==> src/hdl/msp3_map.svh <==
// Register map, field positions and reset values of the page 3 bank
// Functional notes
// - Writing 0x0003 to register 31 maps registers 16-30 onto page 3
// - Registers 0-15 stay in standard space whatever page is selected
// - Writing 0x0000 to register 31 restores main space for 16-30
// - Bit 15 set: disable MAC-side interface while media link is down
// - Bit 14 set: restart MAC-side interface on each media link change
// - Bit 13 set: parallel detect enabled during MAC-side negotiation
// - Writing 1 to bit 12 restarts negotiation; bit clears itself
// - Bit 11 set: advertise the advertised-ability word, not internal one
// - Advertised-ability reads current word; writes only while forced
// - Preamble 001: add one 0x55 when first two nibbles are not 0x5
// - Preamble 010: as 001, plus second 0x55 if next nibbles not 0x5
// - Preamble 000 leaves packets unchanged; 011-111 are reserved
// - Bit 7 set enables auto-negotiation on the serial MAC link
// - Bit 6 inverts receive polarity, bit 5 inverts transmit polarity
// - Status bit 11 reads 1 once partner requested negotiation restart
// - Status 9:8 give partner remote fault; 00 means no fault
// - Status 7:4 give partner asym pause, sym pause, full, half duplex
// - Status 3:0: partner capable, link up, negotiation done, signal
// - Partner-ability register holds last word received from partner
// - Serial status bit 14 latches signal detect, clears when read
`ifndef MSP3_MAP_SVH
`define MSP3_MAP_SVH
`define MSP3_IDX_CTRL 5'h10
`define MSP3_IDX_STAT 5'h11
`define MSP3_IDX_ADV 5'h12
`define MSP3_IDX_LPA 5'h13
`define MSP3_IDX_SER 5'h14
`define MSP3_IDX_PAGE 5'h1F
`define MSP3_IDX_HIGH 5'h10
`define MSP3_PAGE_MAIN 16'h0000
`define MSP3_PAGE_P3 16'h0003
`define MSP3_B_DIS 15
`define MSP3_B_RST 14
`define MSP3_B_PD 13
`define MSP3_B_ANRS 12
`define MSP3_B_FRC 11
`define MSP3_F_PRE_HI 10
`define MSP3_F_PRE_LO 8
`define MSP3_B_ANEN 7
`define MSP3_B_RXI 6
`define MSP3_B_TXI 5
`define MSP3_B_LPRS 11
`define MSP3_B_SDET 14
`define MSP3_B_SYNC 13
`define MSP3_LP_RF_HI 13
`define MSP3_LP_RF_LO 12
`define MSP3_LP_ASYM 8
`define MSP3_LP_SYM 7
`define MSP3_LP_HD 6
`define MSP3_LP_FD 5
`define MSP3_PRE_RST 3'h1
`define MSP3_ADV_RST 16'h0000
`define MSP3_NIB_PRE 4'h5
`endif

==> src/hdl/msp3_pkg.sv <==
// Types shared by the page 3 register bank
package msp3_pkg;
  typedef enum logic [2:0] {
    MSP3_PRE_NONE = 3'h0,
    MSP3_PRE_ONE = 3'h1,
    MSP3_PRE_TWO = 3'h2
  } msp3_pre_t;
  typedef enum logic {
    MSP3_BUS_IDLE,
    MSP3_BUS_ACK
  } msp3_bus_t;
endpackage : msp3_pkg

==> src/hdl/msp3_regs.sv <==
// Page 3 register bank of the MAC-side serial link, Wishbone slave
//
// Decided for this implementation: the Wishbone register port.
`timescale 1ns/100ps
`include "msp3_map.svh"
module msp3_regs #(
  parameter int AW = 7,
  parameter int DW = 32
) (
  input wire logic clk_i,
  input wire logic rst_i,
  input wire logic wb_cyc_i,
  input wire logic wb_stb_i,
  input wire logic wb_we_i,
  input wire logic [AW-1:0] wb_adr_i,
  input wire logic [3:0] wb_sel_i,
  input wire logic [DW-1:0] wb_dat_i,
  output logic [DW-1:0] wb_dat_o,
  output logic wb_ack_o,
  input wire logic media_link_up_i,
  input wire logic [15:0] int_cfg_word_i,
  input wire logic lp_word_vld_i,
  input wire logic [15:0] lp_word_i,
  input wire logic lp_restart_req_i,
  input wire logic mac_link_up_i,
  input wire logic an_complete_i,
  input wire logic sig_detect_i,
  input wire logic sync_i,
  input wire logic pkt_start_i,
  input wire logic [15:0] pkt_nibbles_i,
  output logic if_disable_o,
  output logic if_restart_o,
  output logic parallel_detect_en_o,
  output logic an_restart_o,
  output logic an_en_o,
  output logic rx_invert_o,
  output logic tx_invert_o,
  output logic [15:0] tx_cfg_word_o,
  output logic pad_vld_o,
  output logic [1:0] pad_count_o
);
  import msp3_pkg::*;

  // ------------------------------------------------------------
  // Bus decode
  // ------------------------------------------------------------
  msp3_bus_t bus_ff;
  logic [15:0] page_ff;
  logic req;
  logic wr;
  logic rd;
  logic [4:0] idx;
  logic lo_lane;
  logic hi_lane;

  function automatic logic on_p3(input logic [4:0] i,
                                 input logic [15:0] pg);
    on_p3 = (i >= `MSP3_IDX_HIGH) && (i != `MSP3_IDX_PAGE) &&
            (pg == `MSP3_PAGE_P3);
  endfunction : on_p3

  assign req = wb_cyc_i && wb_stb_i && (bus_ff == MSP3_BUS_IDLE);
  assign idx = wb_adr_i[6:2];
  assign wr = req && wb_we_i;
  assign rd = req && !wb_we_i;
  assign lo_lane = wb_sel_i[0];
  assign hi_lane = wb_sel_i[1];

  function automatic logic [15:0] merge(input logic [15:0] old,
                                        input logic [15:0] dat,
                                        input logic lo,
                                        input logic hi);
    merge = {hi ? dat[15:8] : old[15:8], lo ? dat[7:0] : old[7:0]};
  endfunction : merge

  always_ff @(posedge clk_i) begin
    if (rst_i) begin
      bus_ff <= MSP3_BUS_IDLE;
    end else begin
      unique case (bus_ff)
        MSP3_BUS_IDLE: begin
          if (req) begin
            bus_ff <= MSP3_BUS_ACK;
          end
        end
        MSP3_BUS_ACK: begin
          bus_ff <= MSP3_BUS_IDLE;
        end
      endcase
    end
  end

  always_ff @(posedge clk_i) begin
    if (rst_i) begin
      wb_ack_o <= 1'b0;
    end else begin
      wb_ack_o <= req;
    end
  end

  // ------------------------------------------------------------
  // Page select
  // ------------------------------------------------------------
  always_ff @(posedge clk_i) begin
    if (rst_i) begin
      page_ff <= `MSP3_PAGE_MAIN;
    end else if (wr && idx == `MSP3_IDX_PAGE) begin
      page_ff <= merge(page_ff, wb_dat_i[15:0], lo_lane, hi_lane);
    end
  end

  // ------------------------------------------------------------
  // Control register
  // ------------------------------------------------------------
  logic [15:0] ctrl_ff;
  logic [15:0] ctrl_wr;
  logic ctrl_hit;
  logic adv_hit;
  logic [15:0] adv_ff;
  logic force_adv;
  logic [2:0] pre_mode;

  assign ctrl_hit = wr && on_p3(idx, page_ff) && idx == `MSP3_IDX_CTRL;
  assign adv_hit = wr && on_p3(idx, page_ff) && idx == `MSP3_IDX_ADV;
  assign ctrl_wr = merge(ctrl_ff, wb_dat_i[15:0], lo_lane, hi_lane);
  assign force_adv = ctrl_ff[`MSP3_B_FRC];
  assign pre_mode = ctrl_ff[`MSP3_F_PRE_HI:`MSP3_F_PRE_LO];

  always_ff @(posedge clk_i) begin
    if (rst_i) begin
      ctrl_ff <= {5'h00, `MSP3_PRE_RST, 8'h00};
    end else if (ctrl_hit) begin
      ctrl_ff <= {ctrl_wr[15:5], 5'h00};
    end else begin
      ctrl_ff[`MSP3_B_ANRS] <= 1'b0;
    end
  end

  // ------------------------------------------------------------
  // Advertised ability
  // ------------------------------------------------------------
  always_ff @(posedge clk_i) begin
    if (rst_i) begin
      adv_ff <= `MSP3_ADV_RST;
    end else if (adv_hit && force_adv) begin
      adv_ff <= merge(adv_ff, wb_dat_i[15:0], lo_lane, hi_lane);
    end
  end

  always_ff @(posedge clk_i) begin
    if (rst_i) begin
      tx_cfg_word_o <= `MSP3_ADV_RST;
    end else begin
      tx_cfg_word_o <= force_adv ? adv_ff : int_cfg_word_i;
    end
  end

  // ------------------------------------------------------------
  // Link control outputs
  // ------------------------------------------------------------
  logic media_prev_ff;

  // Tracks the pin through reset too, so no false change follows reset
  always_ff @(posedge clk_i) begin
    media_prev_ff <= media_link_up_i;
  end

  always_ff @(posedge clk_i) begin
    if (rst_i) begin
      if_disable_o <= 1'b0;
      if_restart_o <= 1'b0;
    end else begin
      if_disable_o <= ctrl_ff[`MSP3_B_DIS] && !media_link_up_i;
      if_restart_o <= ctrl_ff[`MSP3_B_RST] &&
                      (media_prev_ff != media_link_up_i);
    end
  end

  always_ff @(posedge clk_i) begin
    if (rst_i) begin
      parallel_detect_en_o <= 1'b0;
      an_restart_o <= 1'b0;
      an_en_o <= 1'b0;
      rx_invert_o <= 1'b0;
      tx_invert_o <= 1'b0;
    end else begin
      parallel_detect_en_o <= ctrl_ff[`MSP3_B_PD];
      an_restart_o <= ctrl_ff[`MSP3_B_ANRS];
      an_en_o <= ctrl_ff[`MSP3_B_ANEN];
      rx_invert_o <= ctrl_ff[`MSP3_B_RXI];
      tx_invert_o <= ctrl_ff[`MSP3_B_TXI];
    end
  end

  // ------------------------------------------------------------
  // Preamble padding for 10/100 packets
  // ------------------------------------------------------------
  logic first_ok;
  logic next_ok;

  assign first_ok = pkt_nibbles_i[15:12] == `MSP3_NIB_PRE ||
                    pkt_nibbles_i[11:8] == `MSP3_NIB_PRE;
  assign next_ok = pkt_nibbles_i[7:4] == `MSP3_NIB_PRE ||
                   pkt_nibbles_i[3:0] == `MSP3_NIB_PRE;

  always_ff @(posedge clk_i) begin
    if (rst_i) begin
      pad_vld_o <= 1'b0;
      pad_count_o <= 2'h0;
    end else begin
      pad_vld_o <= pkt_start_i;
      if (!pkt_start_i || first_ok) begin
        pad_count_o <= 2'h0;
      end else if (pre_mode == MSP3_PRE_ONE) begin
        pad_count_o <= 2'h1;
      end else if (pre_mode == MSP3_PRE_TWO) begin
        pad_count_o <= next_ok ? 2'h1 : 2'h2;
      end else begin
        pad_count_o <= 2'h0;
      end
    end
  end

  // ------------------------------------------------------------
  // Partner status
  // ------------------------------------------------------------
  logic [15:0] lpa_ff;
  logic lp_capable_ff;
  logic lp_restart_ff;
  logic sdet_ff;
  logic rd_stat;
  logic rd_ser;

  assign rd_stat = rd && on_p3(idx, page_ff) && idx == `MSP3_IDX_STAT;
  assign rd_ser = rd && on_p3(idx, page_ff) && idx == `MSP3_IDX_SER;

  always_ff @(posedge clk_i) begin
    if (rst_i) begin
      lpa_ff <= 16'h0000;
      lp_capable_ff <= 1'b0;
    end else if (lp_word_vld_i) begin
      lpa_ff <= lp_word_i;
      lp_capable_ff <= 1'b1;
    end
  end

  always_ff @(posedge clk_i) begin
    if (rst_i) begin
      lp_restart_ff <= 1'b0;
    end else if (lp_restart_req_i) begin
      lp_restart_ff <= 1'b1;
    end else if (rd_stat) begin
      lp_restart_ff <= 1'b0;
    end
  end

  always_ff @(posedge clk_i) begin
    if (rst_i) begin
      sdet_ff <= 1'b0;
    end else if (sig_detect_i) begin
      sdet_ff <= 1'b1;
    end else if (rd_ser) begin
      sdet_ff <= 1'b0;
    end
  end

  // ------------------------------------------------------------
  // Read data
  // ------------------------------------------------------------
  logic [15:0] rd_word;

  always_comb begin
    rd_word = 16'h0000;
    if (idx == `MSP3_IDX_PAGE) begin
      rd_word = page_ff;
    end else if (on_p3(idx, page_ff)) begin
      unique case (idx)
        `MSP3_IDX_CTRL: rd_word = ctrl_ff;
        `MSP3_IDX_STAT: begin
          rd_word[`MSP3_B_LPRS] = lp_restart_ff;
          rd_word[9:8] = lpa_ff[`MSP3_LP_RF_HI:`MSP3_LP_RF_LO];
          rd_word[7] = lpa_ff[`MSP3_LP_ASYM];
          rd_word[6] = lpa_ff[`MSP3_LP_SYM];
          rd_word[5] = lpa_ff[`MSP3_LP_FD];
          rd_word[4] = lpa_ff[`MSP3_LP_HD];
          rd_word[3] = lp_capable_ff;
          rd_word[2] = mac_link_up_i;
          rd_word[1] = an_complete_i;
          rd_word[0] = sig_detect_i;
        end
        `MSP3_IDX_ADV: rd_word = tx_cfg_word_o;
        `MSP3_IDX_LPA: rd_word = lpa_ff;
        `MSP3_IDX_SER: begin
          rd_word[`MSP3_B_SDET] = sdet_ff;
          rd_word[`MSP3_B_SYNC] = sync_i;
        end
        default: rd_word = 16'h0000;
      endcase
    end
  end

  always_ff @(posedge clk_i) begin
    if (rst_i) begin
      wb_dat_o <= '0;
    end else if (rd) begin
      wb_dat_o <= {{(DW-16){1'b0}}, rd_word};
    end
  end
endmodule : msp3_regs

==> config.mk <==
export PLATFORM = sky130hd
export DESIGN_NAME = msp3_regs
export DESIGN_NICKNAME = d
export VERILOG_FILES = /design/src/hdl/msp3_pkg.sv /design/src/hdl/msp3_regs.sv
export VERILOG_INCLUDE_DIRS = /design/src /design/src/hdl
export SDC_FILE = /design/constraint.sdc
export NUM_CORES = 1
export LEC_CHECK = 0
export BUFFER_PORTS_ARGS = -buffer_cell sky130_fd_sc_hd__buf_2
export CAP_MARGIN = 20
export CELL_PAD_IN_SITES_DETAIL_PLACEMENT = 0
export CELL_PAD_IN_SITES_GLOBAL_PLACEMENT = 1
export CORE_ASPECT_RATIO = 0.8
export CORE_MARGIN = 4
export CORE_UTILIZATION = 38
export CTS_CLUSTER_SIZE = 12
export DETAILED_ROUTE_END_ITERATION = 8
export PLACE_DENSITY = 0.86
export SLEW_MARGIN = 10
export SYNTH_ARGS = -nofsm -noshare
export SYNTH_HDL_FRONTEND = slang
export SYNTH_SLANG_ARGS = --single-unit
==> constraint.sdc <==
create_clock -name clk_i -period 2.2 [get_ports clk_i]
set_clock_uncertainty 0.05 [all_clocks]
set_input_delay 0.22 -clock clk_i [delete_from_list [all_inputs] [get_ports clk_i]]
set_output_delay 0.22 -clock clk_i [all_outputs]
set_load 0.01 [all_outputs]
# Word level (Yosys, flattened, before mapping)

Index checks and enable logic that the tools add are counted.

Input port bits: 104
Flip-flop bits (word level): 107
Logic and storage cells: 96
Output and inout port bits: 59

Bitwise gates (word level): 3
Reduce and logical (&&, ||, !) cells: 33
Order comparisons: 1
Muxes and demuxes: 18
Equality and inequality tests: 15

Operator list:

| cell                                            | count |
|---|---|
| 2-to-1 mux 16 bit                               | 3 |
| case mux 10 bit (4 select lines)                | 1 |
| == test 5 bit (second input constant)           | 6 |
| == test 16 x 2 -> 1 bit (second input constant) | 1 |
| == test 4 x 3 -> 1 bit (second input constant)  | 4 |
| logical AND 1 bit                               | 16 |
| AND reduction 2 bit                             | 6 |
| case mux 1 bit (3 select lines)                 | 3 |
| case mux 2 bit (4 select lines)                 | 1 |
| 2-to-1 mux 1 bit                                | 7 |
| >= comparator 5 bit (second input constant)     | 1 |
| != test 5 bit (second input constant)           | 1 |
| case mux 1 bit (4 select lines)                 | 1 |
| nonzero test 2 bit                              | 2 |
| OR reduction 2 bit                              | 2 |
| OR reduction 4 bit                              | 1 |
| == test 3 x 1 -> 1 bit (second input constant)  | 1 |
| == test 3 x 2 -> 1 bit (second input constant)  | 1 |
| zero test 1 bit                                 | 3 |
| logical OR 1 bit                                | 3 |
| NOT 1 bit                                       | 3 |
| 2-to-1 mux 2 bit                                | 1 |
| case mux 1 bit (2 select lines)                 | 1 |
| != test 1 bit                                   | 1 |

# Depth between registers and ports, before layout

Depth after elaboration: 7
Depth in mapped cells: 6
Gate-level depth less buffers: 4

# Worst setup path before layout

Ideal clock, no wire load.

Path type: reg-to-reg
Start: register page_ff[8]
End: register adv_ff[0]
Clock period less this slack: 1915 ps
Cell stages (with the launch flop): 6
Arrival time: 1733 ps
Path slack: 285 ps
Data required time: 2018 ps
Library setup time: 132 ps
Buffers on the path: 1
Cells stage by stage: dfxtp_1 > or4_4 > or4_1 > clkbuf_2 > o31ai_1 > a21oi_1

Longest elaborated chain between the ends: 6

Ends and longest elaborated chain:

| what                                     | RTL line         | text |
|---|---|---|
| start: declaration                       | msp3_regs.sv:48  | `logic [15:0] page_ff;` |
| start signal: assignment                 | msp3_regs.sv:106 | `` page_ff <= `MSP3_PAGE_MAIN; `` |
| start signal: assignment                 | msp3_regs.sv:108 | `page_ff <= merge(page_ff, wb_dat_i[15:0], lo_lane, hi_lane);` |
| == test 16 x 2 -> 1 bit (no source line) | n/a              |  |
| logical AND 1 bit                        | msp3_regs.sv:58  | `` on_p3 = (i >= `MSP3_IDX_HIGH) && (i != `MSP3_IDX_PAGE) && `` |
| logical AND 1 bit                        | msp3_regs.sv:124 | `` assign adv_hit = wr && on_p3(idx, page_ff) && idx == `MSP3_IDX_ADV; `` |
| logical AND 1 bit (no source line)       | n/a              |  |
| logical AND 1 bit                        | msp3_regs.sv:145 | `end else if (adv_hit && force_adv) begin` |
| AND reduction 2 bit (no source line)     | n/a              |  |
| end signal: assignment                   | msp3_regs.sv:144 | `` adv_ff <= `MSP3_ADV_RST; `` |
| end signal: assignment                   | msp3_regs.sv:146 | `adv_ff <= merge(adv_ff, wb_dat_i[15:0], lo_lane, hi_lane);` |
| end: declaration                         | msp3_regs.sv:119 | `logic [15:0] adv_ff;` |

No other way between the ends.
A chain may end at the register's enable or synchronous reset.

# Worst setup path after layout

Start: register page_ff[8]
End: register adv_ff[4]

The elaborated chain is that of the path after synthesis.

==> results.cfg <==
[status]
status = complete, no violations

[critical_path]
required_ns = 2.38
crit_buf_inv = 0
crit_fanout = 5
cp_data_arrival_time_ns = 2.23
critPathMaxStageDelay_ns = 0.59
endpoint_kind = flip-flop
crit_path_start_kind = flip-flop
critPathSlowestCell = or4_4
crit_family = simple AND/OR/NAND/NOR gates
worstSetupPathType = reg2reg
cp_cell_sequence = or4_4, or4_1, o31ai_1, a21oi_1

[synthesis]
ys_async_sr_fraction = 0
syn_area_per_cell_um2 = 9.942
postSynthCellCount = 482
synth.area.top_cells = dfxtp_1 45%, mux2i_1 16%, nor2_1 5.3%
seq_area_frac_synth = 0.4470
synth_ff_type = dfxtp_1
yosys-top-cells-count = 107 x dfxtp_1, 76 x mux2i_1, 68 x nor2_1
yosysWarnings = 0
yosysTopAreaCell = dfxtp_1
yosys.area.top_type_share = 0.4470
synth_edf_count = 0
syn-cell-area_um2 = 4792
synth_cell_type_count = 54
ys_ff_latch = 107
synth.most_common_cell = dfxtp_1

[route]
drt_iter0_markers = 356
routedWlPerCell_um = 16.95
via_per_inst = 5.043
vias = 3944
drtAntennaViolNets = 0
first_pass_iters = 4
drc = 0
routed_wl_mm = 13.26

[timing]
finalSetupTns_ns = 0
hold_viol = 0
fin_crit_ns = 2.051
fmax_ghz = 0.4875
fin_crit_sh = 0.9324
slew_headroom = 0.4376
tightest_slew_ns = 0.8405
final-max-slew-violation-count = 0
setup_violations = 0
rsz0062_at_grt = no

[die]
die_w_um = 133.6
io_pins = 163
core_region_area_um2 = 12250
die-area_um2 = 14480
die_height_um = 108.4
start_util = 0.3911
fp-row-count = 36

[global_route]
use_met1 = 0.2478
overflow = 0
grt_antenna_before_repair = 0
use_met3 = 0.06140
grt_pass1_vias = 3801
grt_pass1_wl_mm = 20.32
top_usage_layer = met2
grt_max_degree = 30
gr-usage-all-layers = 0.1813
grtUsageMet2 = 0.2750

[clock_network]
tritoncts = done
clock_latency_ns = 0.36
htree_levels = 3
clockBufferDepth = 2
clkTransAtPathRegs_ns = 0.07
cts-resized-gates = 0
cts_made_buffers = 9
clock-sinks = 107
cts_root_buf = clkbuf_16

[place]
dp.cells = 765
hpwl_mm = 10.24
io_buffers = 126
place_congestion = 0.8529

[finish]
final_nets = 710
area_delta_synth_final_pct = 22.35
antenna_cells = 0
fin_cells = 782
drive_gt1_frac = 0.2930

[job]
maxCapViolCount = 0

[power]
power_uw = 3918
leakagePower_uw = 0.002683
peakVddDrop_mv = 0.4132
power.density_nw_per_um2 = 668.3

[worst_hold_path]
worstHoldPathType = in2reg
==> kinds of logic (layout without fill, tap and decap cells) <==
logic type / Yosys count / in the layout / synth area share
simple gates: 171 / 171 / 0.2170
buf+inv: 57 / 171 / 0.05953
xor+xnor: 1 / 1 / 0.001828
mux: 86 / 86 / 0.1940
flops: 107 / 107 / 0.4470
compound gates: 59 / 59 / 0.07990
other cells: 1 / 16 / 0.0007825
==> state kept, by name (all words and copies together), names as in the netlist, 2 cells and up <==
signal / flops
adv_ff: 16
lpa_ff: 16
page_ff: 16
tx_cfg_word_o: 16
wb_dat_o: 16
ctrl_ff: 11
pad_count_o: 2
==> cell usage in the layout (no fill, tap or decap), types with 3 or more instances in the layout <==
cell type / netlist / layout
nand3_1: 9 / 9
a31oi_1: 3 / 3
nand4b_1: 4 / 4
clkbuf_16: 0 / 9
buf_4: 18 / 16
nand4_1: 7 / 7
mux2_2: 5 / 5
nand4bb_1: 3 / 3
o31ai_1: 5 / 5
nand2_1: 4 / 4
buf_2: 2 / 126
nor2_1: 68 / 68
o21ai_1: 13 / 13
or4_1: 3 / 3
conb_1: 1 / 16
mux2i_1: 76 / 76
nand2b_1: 32 / 32
mux4_2: 5 / 5
nor2b_1: 4 / 4
dfxtp_1: 107 / 107
and3_1: 3 / 3
a21oi_1: 11 / 11
a22oi_1: 16 / 16
or4bb_1: 3 / 3
inv_1: 12 / 12
or4b_1: 3 / 3
nor3_1: 4 / 4
==> worst min-delay path: stages <==
cell	delay, ns
buf_2	0.08
mux2i_1	0.05
nor2_1	0.07
==> path summary, 6_finish.rpt <==
| path | end | slack, ns | startpoint | cells past startpoint |
|---|---|---|---|---|
| worst max-delay path | adv_ff[4] | 0.15 | page_ff[8] | 4 |
| worst min-delay path | tx_cfg_word_o[1] | 0.04 | int_cfg_word_i[1] | 3 |
| worst max register to register | adv_ff[4] | 0.15 | page_ff[8] | 4 |
| worst min register to register | lp_capable_ff | 0.42 | lp_capable_ff | 2 |
==> area by class of cell <==
cell class / instances / area, µm²
fillers: 1170 / 6389
clock buffers: 11 / 242.7
multi-input cells: 333 / 2421
well taps: 171 / 214.0
inverters: 12 / 45.04
flip-flops and latches: 107 / 2142
repair buffers: 143 / 760.7
clock inverters: 5 / 37.54
==> report_power, final <==
group,internal (µW),switching [µW]
sequential,1980,26.3
clock,804,739
combinational,165,203
==> per-stage QoR <==
stage                     hold slack [ns]  area (µm²)    util  setup WS, ns
after global routing              0.04142        5863  0.4786       0.03098
final                             0.04484        5863  0.4786        0.1487
after detailed placement           0.3219        5573  0.4549        0.1622
after global placement             0.3155        5573  0.4549        0.2110
after CTS                         0.03737        5863  0.4786        0.1397
after floorplan                    0.1977        4848       -        0.2851
==> layer usage <==
metal	wire length (µm)	up-vias
met4	149	0
li1	-	1934
met5	0	-
met1	6296	1881
met2	5822	116
met3	990	13
==> timing repair <==
action | in CTS | in global routing
hold buffers | 1 | 0
buffers inserted | 0 | 0
endpoints found under the hold margin | 1 | 0
setup endpoints to repair | 0 | 0
(Power assumes the default switching activity.)
